===== config.mk =====
export PLATFORM = sky130hd
export DESIGN_NAME = fault_handler_control_status
export DESIGN_NICKNAME = d
export VERILOG_FILES = /design/src/rtl/fault_status_pkg.sv /design/src/rtl/fault_handler_control_status.sv /design/src/rtl/fault_addr_mem.sv
export VERILOG_INCLUDE_DIRS = /design/src /design/src/rtl
export SDC_FILE = /design/constraint.sdc
export NUM_CORES = 1
export LEC_CHECK = 0
export BUFFER_PORTS_ARGS = -buffer_cell sky130_fd_sc_hd__buf_2
export CAP_MARGIN = 10
export CORE_UTILIZATION = 45
export DETAILED_ROUTE_END_ITERATION = 16
export GPL_TIMING_DRIVEN = 0
export MAX_ROUTING_LAYER = met4
export PLACE_DENSITY = 0.69
export SLEW_MARGIN = 25
export SYNTH_ARGS = -nofsm -noshare
export SYNTH_HDL_FRONTEND = slang
export SYNTH_SLANG_ARGS = --single-unit

===== constraint.sdc =====
create_clock -name i_clk -period 4.9 [get_ports i_clk]
set_input_delay 0.735 -clock i_clk [delete_from_list [all_inputs] [get_ports i_clk]]
set_output_delay 0.735 -clock i_clk [all_outputs]
set_load 0.05 [all_outputs]

===== src/rtl/fault_status_regs.svh =====
// Addresses, field positions, masks and reset values of the fault control and status block.
// Assumes a 32-bit byte-addressed register port; addresses are byte addresses.
`ifndef FAULT_STATUS_REGS_SVH
`define FAULT_STATUS_REGS_SVH

// ----------------------------------------------------------------
// Register addresses
// ----------------------------------------------------------------
`define HCS_ADDR 32'hE000ED24
`define CFS_ADDR 32'hE000ED28
`define BFS_ADDR 32'hE000ED29
`define UFS_ADDR 32'hE000ED2A
`define PFA_ADDR 32'hE000ED34
`define BFA_ADDR 32'hE000ED38

// ----------------------------------------------------------------
// Handler control and state fields
// ----------------------------------------------------------------
`define HCS_ENA_LSB 16
`define HCS_PEND_LSB 12
`define HCS_ENA_W 3
`define HCS_PEND_W 4
`define HCS_ACT_W 7
`define HCS_MASK 32'h0007FD8B
`define HCS_RESET 32'h00000000

// ----------------------------------------------------------------
// Combined fault status fields
// ----------------------------------------------------------------
`define MPF_LSB 0
`define BSF_LSB 8
`define USF_LSB 16
`define BIT_ADDR_VALID 7
`define BIT_STACK 4
`define BIT_UNSTACK 3
`define BIT_IMPRECISE 2
`define BIT_DATA 1
`define BIT_FETCH 0
`define CFS_MASK 32'h030F9F9B
`define CFS_RESET 32'h00000000

// ----------------------------------------------------------------
// Address store slots
// ----------------------------------------------------------------
`define SLOT_PROT 1'b0
`define SLOT_BUS 1'b1

`endif


===== src/rtl/fault_status_pkg.sv =====
// Types shared by the fault control and status block, its monitor and its bench.
// Assumes fault_status_regs.svh supplies the numeric constants.
package fault_status_pkg;

    // Size of a register port access
    typedef enum logic [1:0] {SIZE_BYTE, SIZE_HALF, SIZE_WORD} access_size_t;

    // Register selected by an access
    typedef enum logic [2:0] {SEL_NONE, SEL_CTRL, SEL_STATUS, SEL_PADDR, SEL_BADDR} reg_sel_t;

    // Register port request
    typedef struct packed {
        logic valid;
        logic write;
        access_size_t size;
        logic [31:0] addr;
        logic [31:0] wdata;
    } bus_req_t;

    // Fault events reported by the core, one cycle each
    typedef struct packed {
        logic mem_stack;
        logic mem_unstack;
        logic mem_data;
        logic mem_fetch;
        logic bus_stack;
        logic bus_unstack;
        logic bus_imprecise;
        logic bus_precise;
        logic bus_instr;
        logic [15:0] usage_flags;
        logic [31:0] addr;
    } fault_event_t;

    // Pending and active updates from the exception logic
    typedef struct packed {
        logic [3:0] pend_set;
        logic [3:0] pend_clr;
        logic [6:0] act_set;
        logic [6:0] act_clr;
    } exc_update_t;

    // Handler view seen by the exception logic
    typedef struct packed {
        logic [2:0] enable;
        logic [3:0] pending;
        logic [6:0] active;
    } handler_view_t;

    // State of the top module apart from the reset release and the address store
    typedef struct packed {
        logic [31:0] ctrl;
        logic [31:0] status;
        logic busy;
        reg_sel_t sel;
        logic [31:0] mask;
        logic [31:0] rdata;
        logic ack;
        logic err;
        logic hard_fault;
        handler_view_t view;
    } state_t;

endpackage : fault_status_pkg


===== src/rtl/fault_handler_control_status.sv =====
// Handler control/state register and combined fault status register of the core.
// Assumes fault events and pending/active updates come from core logic on i_clk,
// and register requests on a simple valid/write port synchronous to i_clk.
//
// Notes on behaviour
// RULE1: Enable bits 18..16 for usage, bus, protection faults; write 1 enables.
// RULE2: Pending bits read 1 while pending; software writes change pending status.
// RULE3: Active bits read 1 while active; software writes change active status.
// RULE4: A fault whose handler is disabled is raised as hard fault instead.
// RULE5: Software altering active bits keeps stacked context and restores state.
// RULE6: After enabling, software changes single bits by read-modify-write only.
// RULE7: Status word: protection byte 7..0, bus byte 15..8, usage 31..16.
// RULE8: Access size decode: word, halfword, byte at base, base+1, base+2; a halfword at base+1 is refused as misaligned.
// RULE9: Status bit 7 shows whether the protection fault address is valid.
// RULE10: Hard fault handler clears address-valid after priority escalation.
// RULE11: Stacking violation sets its flag and loads no protection address.
// RULE12: Unstacking violation sets its flag and loads no fault address.
// RULE13: Data access violation sets flag and loads protection fault address.
// RULE14: Fetch violation sets its flag and loads no fault address.
// RULE15: Bus address-valid set on known-address bus fault; later faults clear; here only a protection data violation, later or in the same cycle, clears it.
// RULE16: Bus stacking error sets its flag and writes no bus address.
// RULE17: Bus unstacking error sets its flag and writes no bus address.
// RULE18: Imprecise bus error sets flag, no address; fault stays pending.
// RULE19: Imprecise and precise flags may stand set together.
// RULE20: Precise bus error sets bit 1 and loads the bus fault address; here a data violation in the same cycle keeps that address out.
// RULE21: Instruction bus error sets bit 0 on issue, no address recorded.
// RULE22: Status flags are sticky until written with 1 or reset.
// RULE23: Reserved bits read zero and ignore writes.
`timescale 1ns/1ps
`include "fault_status_regs.svh"

module fault_handler_control_status
    import fault_status_pkg::*;
(
    input wire logic i_clk,
    input wire logic i_rstn,
    input wire bus_req_t i_bus,
    input wire fault_event_t i_event,
    input wire exc_update_t i_exc,
    output logic [31:0] o_rdata,
    output logic o_ack,
    output logic o_err,
    output logic o_hard_fault,
    output handler_view_t o_view
);

    // ----------------------------------------------------------------
    // Functions
    // ----------------------------------------------------------------

    // Byte lanes covered by an access
    function automatic logic [31:0] lane_mask(input logic [1:0] off, input access_size_t sz);
        logic [31:0] m;
        m = 32'hFFFFFFFF;
        case (sz)
            SIZE_BYTE: m = 32'h000000FF << {off, 3'b000};
            SIZE_HALF: m = off[1] ? 32'hFFFF0000 : 32'h0000FFFF;
            default: m = 32'hFFFFFFFF;
        endcase
        return m;
    endfunction : lane_mask

    // Spread the seven active bits onto their register positions
    function automatic logic [31:0] act_spread(input logic [6:0] a);
        logic [31:0] w;
        w = 32'h00000000;
        w[11] = a[6];
        w[10] = a[5];
        w[8] = a[4];
        w[7] = a[3];
        w[3] = a[2];
        w[1] = a[1];
        w[0] = a[0];
        return w;
    endfunction : act_spread

    // Gather the seven active bits from their register positions
    function automatic logic [6:0] act_gather(input logic [31:0] w);
        return {w[11], w[10], w[8], w[7], w[3], w[1], w[0]};
    endfunction : act_gather

    // Register selected by an address and size
    function automatic reg_sel_t decode(input logic [31:0] a, input access_size_t sz);
        reg_sel_t r;
        logic [31:0] word;
        word = {a[31:2], 2'b00};
        r = SEL_NONE;
        if (word == `HCS_ADDR) begin
            r = SEL_CTRL;
        end else if (word == `CFS_ADDR) begin
            r = SEL_STATUS;
        end else if (word == `PFA_ADDR && sz == SIZE_WORD) begin
            r = SEL_PADDR;
        end else if (word == `BFA_ADDR && sz == SIZE_WORD) begin
            r = SEL_BADDR;
        end
        // Misaligned halfword or word is not mapped
        if (sz == SIZE_HALF && a[0]) begin
            r = SEL_NONE;
        end
        if (sz == SIZE_WORD && a[1:0] != 2'b00) begin
            r = SEL_NONE;
        end
        return r;
    endfunction : decode

    // ----------------------------------------------------------------
    // Reset release
    // ----------------------------------------------------------------

    logic [1:0] rst_sync_reg;
    logic rstn;

    // Two-stage release of the asynchronous reset
    always_ff @(posedge i_clk or negedge i_rstn) begin
        if (!i_rstn) begin
            rst_sync_reg <= 2'b00;
        end else begin
            rst_sync_reg <= {rst_sync_reg[0], 1'b1};
        end
    end

    assign rstn = rst_sync_reg[1];

    // ----------------------------------------------------------------
    // Request decode
    // ----------------------------------------------------------------

    state_t s_reg;
    state_t s_next;
    logic take;
    reg_sel_t req_sel;
    logic [31:0] req_mask;
    logic sw_wr;
    logic [31:0] mem_q;
    logic mem_we;
    logic mem_waddr;
    logic [31:0] mem_wdata;
    logic mem_raddr;

    // Accept one request whenever no earlier one is in flight
    assign take = i_bus.valid && !s_reg.busy;
    assign req_sel = decode(i_bus.addr, i_bus.size); // RULE8
    assign req_mask = lane_mask(i_bus.addr[1:0], i_bus.size); // RULE8
    assign sw_wr = take && i_bus.write;

    // ----------------------------------------------------------------
    // Fault classification
    // ----------------------------------------------------------------

    logic mem_any;
    logic bus_any;
    logic usage_any;
    logic [2:0] ena;
    logic bus_addr_load;

    // Group the events by the exception that handles them
    assign mem_any = i_event.mem_stack | i_event.mem_unstack
                   | i_event.mem_data | i_event.mem_fetch;
    assign bus_any = i_event.bus_stack | i_event.bus_unstack | i_event.bus_imprecise
                   | i_event.bus_precise | i_event.bus_instr;
    assign usage_any = |i_event.usage_flags;
    assign ena = s_reg.ctrl[`HCS_ENA_LSB +: `HCS_ENA_W];

    // The store has one write port; a protection address takes it first
    assign bus_addr_load = i_event.bus_precise && !i_event.mem_data;

    // ----------------------------------------------------------------
    // Fault address store
    // ----------------------------------------------------------------

    // Core loads addresses; software may write whole words when the core is idle
    always_comb begin
        mem_we = 1'b0;
        mem_waddr = `SLOT_PROT;
        mem_wdata = i_event.addr;
        if (i_event.mem_data) begin
            mem_we = 1'b1; // RULE13
            mem_waddr = `SLOT_PROT;
        end else if (i_event.bus_precise) begin
            mem_we = 1'b1; // RULE20
            mem_waddr = `SLOT_BUS;
        end else if (sw_wr && (req_sel == SEL_PADDR || req_sel == SEL_BADDR)) begin
            mem_we = 1'b1;
            mem_waddr = (req_sel == SEL_BADDR) ? `SLOT_BUS : `SLOT_PROT;
            mem_wdata = i_bus.wdata;
        end
    end

    assign mem_raddr = (req_sel == SEL_BADDR) ? `SLOT_BUS : `SLOT_PROT;

    fault_addr_mem #(
        .WIDTH(32),
        .DEPTH(2),
        .AW(1)
    ) u_addr_mem (
        .i_clk(i_clk),
        .i_rstn(rstn),
        .i_we(mem_we),
        .i_waddr(mem_waddr),
        .i_wdata(mem_wdata),
        .i_raddr(mem_raddr),
        .o_rdata(mem_q)
    );

    // ----------------------------------------------------------------
    // Next state
    // ----------------------------------------------------------------

    logic [31:0] ctrl_v;
    logic [31:0] stat_set;
    logic [31:0] stat_clr;
    logic [3:0] pend_v;
    logic [6:0] act_v;
    logic [3:0] fault_pend;

    // Control register, status flags and the answer pipeline
    always_comb begin
        s_next = s_reg;
        s_next.ack = 1'b0;
        s_next.err = 1'b0;
        s_next.hard_fault = 1'b0;
        stat_set = 32'h00000000;
        stat_clr = 32'h00000000;
        fault_pend = 4'h0;

        // Software write merged into the byte lanes it covers
        ctrl_v = s_reg.ctrl;
        if (sw_wr && req_sel == SEL_CTRL) begin
            ctrl_v = (s_reg.ctrl & ~req_mask) | (i_bus.wdata & req_mask); // RULE1 RULE2 RULE3
        end

        // Enabled faults become pending, disabled ones go to hard fault
        if (mem_any) begin
            if (ena[0]) begin
                fault_pend[1] = 1'b1;
            end else begin
                s_next.hard_fault = 1'b1; // RULE4
            end
        end
        if (bus_any) begin
            if (ena[1]) begin
                fault_pend[2] = 1'b1; // RULE18
            end else begin
                s_next.hard_fault = 1'b1; // RULE4
            end
        end
        if (usage_any) begin
            if (ena[2]) begin
                fault_pend[0] = 1'b1;
            end else begin
                s_next.hard_fault = 1'b1; // RULE4
            end
        end

        // Core updates apply after software; a set beats any clear
        pend_v = ctrl_v[`HCS_PEND_LSB +: `HCS_PEND_W];
        pend_v = (pend_v & ~i_exc.pend_clr) | i_exc.pend_set | fault_pend; // RULE2
        act_v = act_gather(ctrl_v);
        act_v = (act_v & ~i_exc.act_clr) | i_exc.act_set; // RULE3
        ctrl_v[`HCS_PEND_LSB +: `HCS_PEND_W] = pend_v;
        ctrl_v = (ctrl_v & ~act_spread(7'h7F)) | act_spread(act_v);
        s_next.ctrl = ctrl_v & `HCS_MASK; // RULE23

        // Protection fault flags; only data violations give an address
        stat_set[`MPF_LSB + `BIT_STACK] = i_event.mem_stack; // RULE11
        stat_set[`MPF_LSB + `BIT_UNSTACK] = i_event.mem_unstack; // RULE12
        stat_set[`MPF_LSB + `BIT_DATA] = i_event.mem_data; // RULE13
        stat_set[`MPF_LSB + `BIT_FETCH] = i_event.mem_fetch; // RULE14
        stat_set[`MPF_LSB + `BIT_ADDR_VALID] = i_event.mem_data; // RULE9

        // Bus fault flags; only precise errors give an address
        stat_set[`BSF_LSB + `BIT_STACK] = i_event.bus_stack; // RULE16
        stat_set[`BSF_LSB + `BIT_UNSTACK] = i_event.bus_unstack; // RULE17
        stat_set[`BSF_LSB + `BIT_IMPRECISE] = i_event.bus_imprecise; // RULE18
        stat_set[`BSF_LSB + `BIT_DATA] = i_event.bus_precise; // RULE20
        stat_set[`BSF_LSB + `BIT_FETCH] = i_event.bus_instr; // RULE21
        stat_set[`BSF_LSB + `BIT_ADDR_VALID] = bus_addr_load; // RULE15

        // Usage fault flags in the upper halfword
        stat_set[`USF_LSB +: 16] = i_event.usage_flags; // RULE7

        // A later protection fault with an address voids the bus address
        if (i_event.mem_data && !bus_addr_load) begin
            stat_clr[`BSF_LSB + `BIT_ADDR_VALID] = 1'b1; // RULE15
        end

        // Software write of one clears the flags in its lanes
        if (sw_wr && req_sel == SEL_STATUS) begin
            stat_clr = stat_clr | (i_bus.wdata & req_mask); // RULE22
        end

        // Sticky flags: set wins over clear, independent flags coexist
        s_next.status = ((s_reg.status & ~stat_clr) | stat_set) & `CFS_MASK; // RULE19 RULE22

        // Answer pipeline: capture the request, then return data
        if (take) begin
            s_next.busy = 1'b1;
            s_next.sel = req_sel;
            s_next.mask = req_mask;
        end else if (s_reg.busy) begin
            s_next.busy = 1'b0;
            s_next.ack = 1'b1;
            s_next.err = (s_reg.sel == SEL_NONE);
            case (s_reg.sel)
                SEL_CTRL: s_next.rdata = s_reg.ctrl & s_reg.mask; // RULE23
                SEL_STATUS: s_next.rdata = s_reg.status & s_reg.mask; // RULE7 RULE8
                SEL_PADDR: s_next.rdata = mem_q;
                SEL_BADDR: s_next.rdata = mem_q;
                default: s_next.rdata = 32'h00000000;
            endcase
        end

        // Handler view for the exception logic
        s_next.view.enable = s_next.ctrl[`HCS_ENA_LSB +: `HCS_ENA_W]; // RULE1
        s_next.view.pending = s_next.ctrl[`HCS_PEND_LSB +: `HCS_PEND_W];
        s_next.view.active = act_gather(s_next.ctrl);
    end

    // ----------------------------------------------------------------
    // State register
    // ----------------------------------------------------------------

    // All state but the reset release and the address store in one register
    always_ff @(posedge i_clk or negedge rstn) begin
        if (!rstn) begin
            s_reg <= '0;
            s_reg.ctrl <= `HCS_RESET;
            s_reg.status <= `CFS_RESET;
            s_reg.sel <= SEL_NONE;
        end else begin
            s_reg <= s_next;
        end
    end

    // ----------------------------------------------------------------
    // Outputs
    // ----------------------------------------------------------------

    // Every output is a field of the state register
    assign o_rdata = s_reg.rdata;
    assign o_ack = s_reg.ack;
    assign o_err = s_reg.err;
    assign o_hard_fault = s_reg.hard_fault;
    assign o_view = s_reg.view;

endmodule : fault_handler_control_status


===== src/rtl/fault_addr_mem.sv =====
// Small store for the two fault address words.
// Assumes one write per cycle and an asynchronous active-low reset.
`timescale 1ns/1ps

module fault_addr_mem #(
    parameter int WIDTH = 32,
    parameter int DEPTH = 2,
    parameter int AW = 1
) (
    input wire logic i_clk,
    input wire logic i_rstn,
    input wire logic i_we,
    input wire logic [AW-1:0] i_waddr,
    input wire logic [WIDTH-1:0] i_wdata,
    input wire logic [AW-1:0] i_raddr,
    output logic [WIDTH-1:0] o_rdata
);

    logic [WIDTH-1:0] mem_reg [DEPTH];

    // Storage write
    always_ff @(posedge i_clk) begin
        if (i_we) begin
            mem_reg[i_waddr] <= i_wdata;
        end
    end

    // Registered read
    always_ff @(posedge i_clk or negedge i_rstn) begin
        if (!i_rstn) begin
            o_rdata <= '0;
        end else begin
            o_rdata <= mem_reg[i_raddr];
        end
    end

endmodule : fault_addr_mem


After elaboration in Yosys (flattened, before gate mapping). Memories as Yosys holds them, arrays and structs flattened. A register that Yosys moved wholly into a read port is not among the register bits. Cells that the tools add are included.

Memories: 1. Memory bits (writable): 64. Register bits: 118.

Bitwise logic cells: 26. Multiplexer cells: 39. Reductions and logical operators: 22. Equal/unequal tests: 14. Shifts and indexed selects: 1.

Memory list: u_addr_mem.mem_reg (words 2, bits a word 32, read ports 1, clocked after Yosys merged registers in 1, wr ports 1, RTL line fault_addr_mem.sv:19) `logic [WIDTH-1:0] mem_reg [DEPTH];`.

Operator list (count): 2-to-1 mux 32 bit (4); == test 30 bit, second input constant (4); one-hot mux 32 bit (3 select lines) (1); one-hot mux 32 bit (2 select lines) (1); bitwise AND 26 bit (2); bitwise AND 19 x 32 -> 32 bit (1); bitwise AND 26 x 32 -> 32 bit (1); left shift 8 x 5 -> 32 bit, first input constant (1); 2-to-1 mux 26 bit (1); NOT 26 bit (1); bitwise OR 16 x 26 -> 26 bit (1); bitwise OR 26 bit (1); 2-to-1 mux 1 bit (23); bitwise AND 19 bit (1); 2-to-1 mux 19 bit (1); NOT 19 bit (1); bitwise OR 19 x 12 -> 19 bit (1); bitwise OR 19 bit (1); 2-to-1 mux 3 bit (6); OR reduction 16 bit (1); == test 3 x 2 -> 1 bit, second input constant (4); logical AND 1 bit (11); bitwise AND 7 bit (1); NOT 7 bit (1); other kinds (19) (31).

Longest topological paths before layout. Gate-level depths: netlist of run 1.

Word-level depth: 16. Mapped depth: 8. Mapped depth without buffers: 5.

By module. From an unflattened synthesis of run 1, not the netlist that was laid out.

Cells, all modules: 651. Area total of the unflattened synthesis: 8146.6 um2.

By module, submodules not included: fault_handler_control_status (area an instance 4867.2 um2, cells an instance 517, instances 1); fault_addr_mem (area an instance 3279.4 um2, cells an instance 134, instances 1).

Worst setup path before layout of run 1. OpenSTA, ideal clock, no wires.

Path type: input to register. From: in i_bus[65] (netlist bit). To: mem u_addr_mem.mem_reg[1][0] (enable). Library setup time: 0.421 ns. Path slack: 0.859 ns. Stages on the path: 7. Path buffers: 2. Arrival time: 3.620 ns. Data required time: 4.479 ns. Cells stage by stage: clkbuf_2 -> nor2b_4 -> a221o_2 -> nor4_4 -> buf_6 -> a31oi_1 -> nor2_1.

Cells in the longest elaborated chain, start to end: 16. Elaborated cells between the ends (all ways): 25.

Ends and longest elaborated chain: start, declared (RTL line fault_handler_control_status.sv:37) `input wire bus_req_t i_bus,`; == test 2 bit (RTL line fault_handler_control_status.sv:92, fault_handler_control_status.sv:94, fault_handler_control_status.sv:101); logical AND 1 bit (RTL line fault_handler_control_status.sv:94) `` end else if (word == `BFA_ADDR && sz == SIZE_WORD) begin ``; 2-to-1 mux 3 bit (RTL line fault_handler_control_status.sv:94); 2-to-1 mux 3 bit (RTL line fault_handler_control_status.sv:92) `` end else if (word == `PFA_ADDR && sz == SIZE_WORD) begin ``; 2-to-1 mux 3 bit (RTL line fault_handler_control_status.sv:90) `` end else if (word == `CFS_ADDR) begin ``; 2-to-1 mux 3 bit (RTL line fault_handler_control_status.sv:88) `` if (word == `HCS_ADDR) begin ``; 2-to-1 mux 3 bit (RTL line fault_handler_control_status.sv:98) `if (sz == SIZE_HALF && a[0]) begin`; 2-to-1 mux 3 bit * (RTL line fault_handler_control_status.sv:101) `if (sz == SIZE_WORD && a[1:0] != 2'b00) begin`; == test 3 x 2 -> 1 bit or == test 3 bit (tied branches) (RTL line fault_handler_control_status.sv:183, fault_handler_control_status.sv:185); logical OR 1 bit (RTL line fault_handler_control_status.sv:183) `end else if (sw_wr && (req_sel == SEL_PADDR || req_sel == SEL_BADDR)) begin`; logical AND 1 bit (RTL line fault_handler_control_status.sv:183); 2-to-1 mux 1 bit (RTL line fault_handler_control_status.sv:183); 2-to-1 mux 1 bit (RTL line fault_handler_control_status.sv:180) `end else if (i_event.bus_precise) begin`; 2-to-1 mux 1 bit (RTL line fault_handler_control_status.sv:177) `if (i_event.mem_data) begin`; 2-to-1 mux 1 bit (RTL line fault_addr_mem.sv:23) `if (i_we) begin`; 2-to-1 mux 1 bit (not written as such) (RTL line fault_addr_mem.sv:24) `mem_reg[i_waddr] <= i_wdata;`; end, declared (RTL line fault_addr_mem.sv:19).

Every way passes the cells marked *; elsewhere a longest branch is shown, timed or not.

Worst setup path after layout of run 1.
From: in i_bus[51] (netlist bit). To: mem u_addr_mem.mem_reg[1][24] (enable).

Cells in the longest elaborated chain, start to end: 16. Elaborated cells between the ends (all ways): 25.

Ends and longest elaborated chain (RTL line): == test 30 bit (no line); logical AND 1 bit (fault_handler_control_status.sv:94); 2-to-1 mux 3 bit (fault_handler_control_status.sv:94); 2-to-1 mux 3 bit (fault_handler_control_status.sv:92); 2-to-1 mux 3 bit (fault_handler_control_status.sv:90); 2-to-1 mux 3 bit * (fault_handler_control_status.sv:88); 2-to-1 mux 3 bit * (fault_handler_control_status.sv:98); 2-to-1 mux 3 bit * (fault_handler_control_status.sv:101); == test 3 x 2 -> 1 bit or == test 3 bit (tied branches) (fault_handler_control_status.sv:183, fault_handler_control_status.sv:185); logical OR 1 bit (fault_handler_control_status.sv:183); logical AND 1 bit (fault_handler_control_status.sv:183); 2-to-1 mux 1 bit (fault_handler_control_status.sv:183); 2-to-1 mux 1 bit (fault_handler_control_status.sv:180); 2-to-1 mux 1 bit (fault_handler_control_status.sv:177); 2-to-1 mux 1 bit (fault_addr_mem.sv:23); 2-to-1 mux 1 bit (not written as such) (fault_addr_mem.sv:24).

Marked as above.

==> results of run 1 <==
## placed cells by master (no fill, tap or decap), types with 7 or more instances in the layout
master     count
nor4b_1        9
mux2_2        35
mux2_4        30
nor2_1        37
a31oi_1       10
nand2b_1      10
nand3_1       16
buf_4         46
clkbuf_1      19
clkbuf_16     17
inv_1         51
o22ai_1       20
edfxtp_1      64
o21ai_0       22
a22oi_1       19
dfrtp_1      107
buf_2        197
mux2i_1        7
a21oi_1       24
nand2_1       32
## report_power, final
| part | switching, mW | leakage (nW) | internal [mW] | total (mW) |
|---|---|---|---|---|
| clock | 0.542 | 0.273 | 0.758 | 1.30 |
| combinational | 0.145 | 2.09 | 0.118 | 0.263 |
| sequential | 0.0297 | 1.90 | 1.57 | 1.60 |
| total | 0.716 | 4.26 | 2.45 | 3.17 |
## logic make-up after synthesis
group                     count (synthesis)  synth area share [%]
DFF                                     172                 59.08
and+or+nand+nor                         141                 9.975
buffers and inverters                   123                 9.143
AOI/OAI and AO/OA                       118                 9.671
muxes                                    74                 11.97
xor gates and xnor gates                  1                0.1119
other                                     1               0.04791
## synthesized netlist by cell type (4+ instances only)
cell type / count / area share [%]
dfrtp_1: 108 / 35
edfxtp_1: 64 / 25
inv_1: 51 / 2.4
buf_4: 46 / 4.4
nor2_1: 38 / 1.8
mux2_2: 35 / 5.0
nand2_1: 32 / 1.5
mux2_4: 30 / 5.8
a21oi_1: 24 / 1.5
o21ai_0: 22 / 1.4
o22ai_1: 20 / 1.6
a22oi_1: 19 / 1.8
clkbuf_1: 17 / 0.82
nand3_1: 16 / 1.0
a31oi_1: 10 / 0.80
nand2b_1: 10 / 0.80
nor4b_1: 9 / 1.0
mux2i_1: 7 / 0.90
nand4_1: 5 / 0.40
nor3_1: 5 / 0.32
nor4_1: 5 / 0.40
o21bai_1: 5 / 0.48
a311o_1: 4 / 0.51
buf_6: 4 / 0.58
nor2b_1: 4 / 0.32
o21ai_1: 4 / 0.26
## final cells by class
cell class	instances	area [µm²]	share of cell area [%]
clock buffers	20	446.7	4.576
multi-input cells	335	2500	25.61
inverters	51	191.4	1.961
well taps	220	275.3	2.820
plain buffers	72	524.3	5.370
flip-flops and latches	172	4628	47.41
clock inverters	12	120.1	1.230
repair buffers	200	1076	11.02
## worst max path at each step
stage	start	end	slack [ns]	depth (start not counted)
final	i_bus[51]	u_addr_mem.mem_reg[1][24]	1.43	8
after CTS	i_bus[51]	u_addr_mem.mem_reg[1][3]	1.41	8
after global placement	i_bus[51]	u_addr_mem.mem_reg[1][20]	-0.77	7
after floorplan	i_bus[65]	u_addr_mem.mem_reg[1][0]	0.86	7
after global routing	i_bus[51]	u_addr_mem.mem_reg[1][19]	1.31	8
after detailed placement	i_bus[51]	u_addr_mem.mem_reg[1][6]	0.96	8
## metal layers
metal  vias up  global-route usage, %  wire length (µm)
met5         -                      -                 0
met4         0                  8.018               347
met3        27                  4.346               910
met2       176                  35.81              9101
met1      2684                  30.31              8727
li1       2643                      -                 -
==> results_dict.tcl, run 1 <==
set metrics [dict create \
    run_status "complete, no violations" \
    gp_congestion 0.8747 \
    setup_viol 0 \
    fmax_ghz 0.2880 \
    wl_per_cell_um 17.64 \
    die_w_um 133.9 \
    r2r_cells 8 \
    holdCritPathClass "in2async" \
    synthDistinctLibCells 53 \
    grt_pass1_vias 5342 \
    largest_reg_flops 64 \
    pre_cts_slack_ns 0.9638 \
    fin_crit_ns 3.472 \
    areaGrowthSynthToFinish_pct 24.71 \
    power.density_mw_per_mm2 324.3 \
    first_pass_iters 5 \
    grt_overflow 0 \
    clock_sinks 172 \
    netlist_instances 630 \
    clk_latency_ns 0.43 \
    grt_max_degree 52 \
    ctsHoldBuffers 0 \
    rows 47 \
    wirelength_mm 19.09 \
    slew_violations 0 \
    numCtsBuffers 17 \
    syn_area_mm2 0.007828 \
    htree_levels 4 \
    crit_arrival_ns 3.60 \
    core-area_mm2 0.01676 \
    drive_above_1_share_pct 41.88 \
    path_max_fanout 21 \
    setup_ws_ns 1.428 \
    ys_warn_count 0 \
    drtIter0Drc 371 \
    cts_tree "built" \
    path_cells "buf_2 -> nor4b_1 -> nand4_1 -> nor4_4 -> buf_6 -> a31oi_1 -> nor2_4 -> buf_12" \
    cp_data_required_time_ns 5.03 \
    skew_ns 0.006508 \
    hold_viol_final 0 \
    synth_ff_type "dfrtp_1" \
    fin_tns_setup_ns 0 \
    grt_usage_pct 23.05 \
    maxSlewHeadroom_pct 35.17 \
    r2r-start "s_reg[82]" \
    r2r-end "o_rdata[1]" \
    grt_pass1_wl_mm 29.37 \
    clkTransAtPathRegs_ns 0.06 \
    max_stage_delay_ns 0.79 \
    clk_path_buf_depth 2 \
    syn_area_per_cell_um2 12.42 \
    start_util_pct 46.70 \
    hpwl_mm 13.90 \
    synthArstFlopShare_pct 62.79 \
    synth_seq_cells 172 \
    start_kind "input port" \
    p_leak_nw 4.263 \
    antenna_found_initial 0 \
    worst_slew_pin_slew_ns 0.9623 \
    ios 198 \
    endpoint_kind "flip-flop" \
    fin_area_mm2 0.009762 \
    fin_crit_sh_pct 70.86 \
    critPathKind "in2reg" \
    post_cts_buffers 0 \
    vias 5530 \
    final_cell_count_no_fill 1082 \
    dieHeight_um 133.9 \
    power_mw 3.165 \
    die_area_mm2 0.01793 \
    crit_buf_inv 3 \
    holdWs_ns 0.08150 \
    synth_edf_count 64 \
    drc 0 \
    ant_nets 0 \
    crit_family "simple AND/OR/NAND/NOR gates" \
    nets 998 \
    synth_seq_area_share_pct 59.08 \
    nFillCells 1446 \
    cts_resized 0 \
    cap_violations 0 \
    syn_nets 779 \
    io_buffers 196 \
    post-route-util_pct 58.25 \
    rsz0062_at_grt "false" \
    vias_per_cell 5.111 \
    place_area_mm2 0.009191 \
    crit_path_top_delay_cell "nor4_4" \
    diodes 0 \
    r2r_setup_slack_ns 1.94 \
    cts_root_buffer "clkbuf_16" \
    ir_drop_mv 0.2593 \
    placedCellCount 1050 \
]
(Power assumes the default switching activity.)
==> run 2, diff against run 1 <==
Settings changed: ABC_AREA from default to 1.
Clock period 4.9 ns to 3.36 ns, I/O delays scaled along.
==> results_dict.tcl, run 2 <==
set metrics [dict create \
    clk_path_buf_depth 2 \
    rsz0062_at_grt "false" \
    gp_congestion 0.8626 \
    r2r_setup_slack_ns 0.49 \
    vias_per_cell 4.903 \
    ios 198 \
    yosysMostFrequentCell "nand2_1" \
    fin_tns_setup_ns 0 \
    diodes 0 \
    post_cts_buffers 0 \
    maxSlewHeadroom_pct 37.85 \
    ir_drop_mv 0.3628 \
    cts_root_buffer "clkbuf_16" \
    switching_share_pct 29.92 \
    placedCellCount 1314 \
    setup_viol 0 \
    r2r-start "s_reg[84]" \
    vias 6604 \
    critPathKind "reg2reg" \
    worst_slew_pin_slew_ns 0.9237 \
    post-route-util_pct 57.85 \
    synth_ff_type "dfrtp_1" \
    internal_power_mw 3.626 \
    synth_seq_cells 172 \
    slew_violations 0 \
    hold_viol_final 0 \
    pwr-share-seq_pct 46.7 \
    clkTransAtPathRegs_ns 0.07 \
    most-common-layout-cells "272 x nand2_1, 204 x buf_2, 119 x inv_1" \
    synth_edf_count 64 \
    rows 48 \
    syn_nets 1038 \
    ant_nets 0 \
    yosys-top-cells-area "dfrtp_1 33%, edfxtp_1 24%, nand2_1 13%" \
    cts_tree "built" \
    synth_seq_area_share_pct 56.79 \
    dieHeight_um 136.5 \
    clock_sinks 172 \
    die_area_mm2 0.01864 \
    core-area_mm2 0.01748 \
    cp_data_required_time_ns 3.43 \
    synth_top_area_share_pct 33.19 \
    crit_arrival_ns 2.93 \
    r2r-end "u_addr_mem.mem_reg[0][10]" \
    hpwl_mm 15.44 \
    synthDistinctLibCells 38 \
    drive_above_1_share_pct 28.52 \
    drc 0 \
    final_cell_count_no_fill 1347 \
    largest_reg_flops 64 \
    die_w_um 136.5 \
    drtIter0Drc 367 \
    grt_overflow 0 \
    netlist_instances 889 \
    synthArstFlopShare_pct 62.79 \
    p_leak_nw 5.318 \
    run_status "complete, no violations" \
    syn_area_mm2 0.008143 \
    syn_area_per_cell_um2 9.160 \
    holdCritPathClass "reg2async" \
    fin_crit_sh_pct 85.29 \
    areaGrowthSynthToFinish_pct 24.17 \
    start_kind "flip-flop" \
    path_max_fanout 32 \
    grt_pass1_wl_mm 31.31 \
    htree_levels 4 \
    grt_max_degree 50 \
    r2r_cells 9 \
    grt_pass1_vias 6070 \
    power_mw 5.174 \
    fmax_ghz 0.3489 \
    clk_latency_ns 0.44 \
    power.density_mw_per_mm2 511.7 \
    synthTopCellsByCount "273 x nand2_1, 119 x inv_1, 108 x dfrtp_1" \
    io_buffers 197 \
    start_util_pct 46.59 \
    ys_warn_count 0 \
    pwr-share-clk_pct 37.4 \
    wirelength_mm 20.23 \
    final_common_cell "nand2_1" \
    wl_per_cell_um 15.02 \
    first_pass_iters 7 \
    nets 1258 \
    fin_crit_ns 2.866 \
    skew_ns 0.005994 \
    combPwrFrac_pct 15.9 \
    cap_violations 0 \
    antenna_found_initial 0 \
    endpoint_kind "flip-flop" \
    numCtsBuffers 17 \
    p_switching_mw 1.548 \
    synth_top_area_cell "dfrtp_1" \
    grt_usage_pct 23.51 \
]
## run 2: through the flow
stage | setup WS [ns] | area, µm² | hold slack [ns]
after floorplan | 0.1286 | 8143 | 0.2084
after global placement | -1.145 | 9410 | 0.2899
after detailed placement | 0.3741 | 9499 | 0.1791
after CTS | 0.4701 | 10110 | 0.1830
after global routing | 0.2827 | 10110 | 0.1936
final | 0.4942 | 10110 | 0.1732
## run 2: power groups by stage
stage	logic [mW]	clock network, mW	registers [mW]
final	0.822	1.94	2.42
after global routing	0.896	2.04	2.43
after detailed placement	0.823	0	2.46
after global placement	0.779	0	2.48
after floorplan	0.546	0	2.46
after CTS	0.828	1.96	2.42
## run 2: cell families (layout without fill, tap and decap cells)
kind of cell	Yosys count	in the layout	share of synthesized area (%)
simple gates	407	407	21.74
buf+inv	206	439	12.37
compound gates	71	71	5.117
mux	32	32	3.934
flops	172	172	56.79
other cells	1	1	0.04605
## run 2: final cells by class
type                       count  area (µm²)
fill                        1531        7366
sequential                   172        4628
multi-input combinational    511        2521
timing repair buffer         201        1071
buffer                        78       523.0
inverter                     128       484.2
clock buffer                  17       425.4
tap                          225       281.5
clock inverter                15       176.4
## run 2: timing repair
action | in CTS | in global routing
hold buffers | 1 | 0
hold endpoints to repair | 2 | 0
endpoints found under the setup margin | 0 | 0
resized for setup | 0 | 0
## run 2: critical path, cell delays in order, from the launching register on
cell	delay [ns]
dfrtp_1	0.35
buf_2	0.17
inv_4	0.12
nand2_2	0.11
clkinv_2	0.17
nand2_2	0.09
nor2_2	0.37
buf_2	0.34
nand3_1	0.13
nand2_2	0.61
## run 2: worst max-delay path by stage
stage | from | endpoint | slack, ns | cells after the start
2_1_floorplan | rst_sync_reg[1] | async pin | 0.13 | 0
3_3_place_gp | rst_sync_reg[1] | o_view[4] | -1.15 | 0
3_5_place_dp | i_bus[41] | u_addr_mem.mem_reg[0][14] | 0.37 | 13
4_1_cts | s_reg[84] | u_addr_mem.mem_reg[0][16] | 0.47 | 9
5_1_grt | s_reg[84] | u_addr_mem.mem_reg[0][9] | 0.28 | 9
6_report | s_reg[84] | u_addr_mem.mem_reg[0][10] | 0.49 | 9
## run 2: metal layers
metal,vias to the layer above,global-route usage [%],share of wire [%]
li1,3269,-,-
met1,3078,30.70,44
met2,228,37.59,48
met3,29,4.185,6.3
met4,0,6.790,1.5
met5,-,-,0
==> run 3, diff against run 2 <==
Settings changed: PLACE_DENSITY 0.69 to default, PLACE_DENSITY_LB_ADDON from default to 0.15.
==> results_dict.tcl, run 3 (synthesized netlist as in run 2, its figures left out) <==
set metrics [dict create \
    run_status "complete, no violations" \
    setup_ws_ns 0.6868 \
    power.density_mw_per_mm2 508.8 \
    vias 6578 \
    crit_buf_inv 5 \
    crit_arrival_ns 2.81 \
    die_w_um 136.5 \
    grt-busiest-layer "met2" \
    rows 48 \
    grt_pass1_wl_mm 31.83 \
    wirelength_mm 20.80 \
    fin_crit_ns 2.673 \
    max_stage_delay_ns 0.36 \
    grt_max_degree 47 \
    start_kind "flip-flop" \
    place_area_mm2 0.009519 \
    maxSlewHeadroom_pct 52.14 \
    final_cell_count_no_fill 1348 \
    diodes 0 \
    drc 0 \
    wl_per_cell_um 15.43 \
    clkTransAtPathRegs_ns 0.07 \
    cap_violations 0 \
    crit_top_cell "nand2_2" \
    fin_crit_sh_pct 79.56 \
    holdWs_ns 0.2484 \
    post_cts_buffers 0 \
    io_buffers 197 \
    crit_path_top_delay_cell "dfrtp_1" \
    most-common-layout-cells "272 x nand2_1, 204 x buf_2, 119 x inv_1" \
    cts_root_buffer "clkbuf_16" \
    vias_per_cell 4.880 \
    ios 198 \
    htree_levels 4 \
    crit_family "buffers and inverters" \
    dieHeight_um 136.5 \
    core-area_mm2 0.01748 \
    grt_pass1_vias 5953 \
    post-route-util_pct 57.85 \
    cp_data_required_time_ns 3.49 \
    setup_viol 0 \
    path_max_fanout 24 \
    fmax_ghz 0.3741 \
    pre_cts_slack_ns 0.6151 \
    holdCritPathClass "in2reg" \
    cts_tree "built" \
    drtIter0Drc 427 \
    hpwl_mm 15.64 \
    drive_above_1_share_pct 28.50 \
    endpoint_kind "flip-flop" \
    globalRouteMet2Util_pct 36.29 \
    largest_reg_flops 64 \
    numCtsBuffers 17 \
    worst_slew_pin_slew_ns 0.7113 \
    slew_violations 0 \
    path_cells "buf_2 -> inv_4 -> nand2_2 -> clkinv_2 -> nand2_2 -> nor2_2 -> buf_2 -> nand3_1 -> nand2_2 -> buf_12" \
    grt_usage_pct 24.15 \
    clk_path_buf_depth 2 \
    antenna_found_initial 0 \
    areaGrowthSynthToFinish_pct 24.15 \
    placedCellCount 1315 \
    gp_congestion 0.8908 \
    critPathKind "reg2reg" \
    skew_ns 0.006148 \
    grt_overflow 0 \
    gr-usage-met1_pct 33.13 \
    rsz0062_at_grt "false" \
    nets 1259 \
    ir_drop_mv 0.3986 \
    clk_latency_ns 0.43 \
    die_area_mm2 0.01864 \
    final_common_cell "nand2_1" \
    fin_tns_setup_ns 0 \
    grt_util_met3_pct 4.593 \
    hold_viol_final 0 \
    fin_area_mm2 0.01011 \
    power_mw 5.144 \
    ant_nets 0 \
    p_leak_nw 5.316 \
    start_util_pct 46.59 \
    first_pass_iters 5 \
    clock_sinks 172 \
]
==> run 3: final timing paths <==
check                      slack (ns)       startpoint                        to  cells after the start
hold / removal                   0.25        i_exc[21]                s_reg[132]                      3
setup reg to reg                 0.69        s_reg[84]  u_addr_mem.mem_reg[0][9]                     10
max in group asynchronous        2.51  rst_sync_reg[1]                 o_view[7]                      1
setup / recovery                 0.69        s_reg[84]  u_addr_mem.mem_reg[0][9]                     10
min in group asynchronous        0.27  rst_sync_reg[1]               o_rdata[26]                      0
hold reg to reg                  0.27  rst_sync_reg[1]               o_rdata[26]                      0
==> run 3: worst register-to-register path: stages (launching register included) <==
cell and delay (ns):
dfrtp_1 0.36, buf_2 0.18, inv_4 0.11, nand2_2 0.13, clkinv_2 0.19, nand2_2 0.09
nor2_2 0.36, buf_2 0.33, nand3_1 0.13, nand2_2 0.24, buf_12 0.24
==> run 3: cell type report <==
| type | count | area (µm²) |
|---|---|---|
| clock inverter | 15 | 155.1 |
| buffer | 78 | 523.0 |
| tap | 225 | 281.5 |
| multi-input combinational | 511 | 2521 |
| fill | 1611 | 7367 |
| timing repair buffer | 202 | 1091 |
| clock buffer | 17 | 425.4 |
| inverter | 128 | 484.2 |
| sequential | 172 | 4628 |
==> run 3: repair_timing <==
action | 4_1_cts | 5_1_grt
hold buffers | 1 | 0
gates resized for setup | 0 | 0
hold endpoints to repair | 2 | 0
==> run 3: routing by layer <==
metal	vias to the layer above	part of all wire, %
li1	3266	-
met1	3047	47
met2	240	46
met3	25	6.3
met4	0	1.5
met5	-	0
==> run 3: power breakdown <==
part	leakage (nW)	internal (mW)	switching (mW)	total, mW
combinational	3.16	0.280	0.542	0.822
sequential	1.88	2.34	0.0757	2.42
clock	0.281	0.988	0.914	1.90
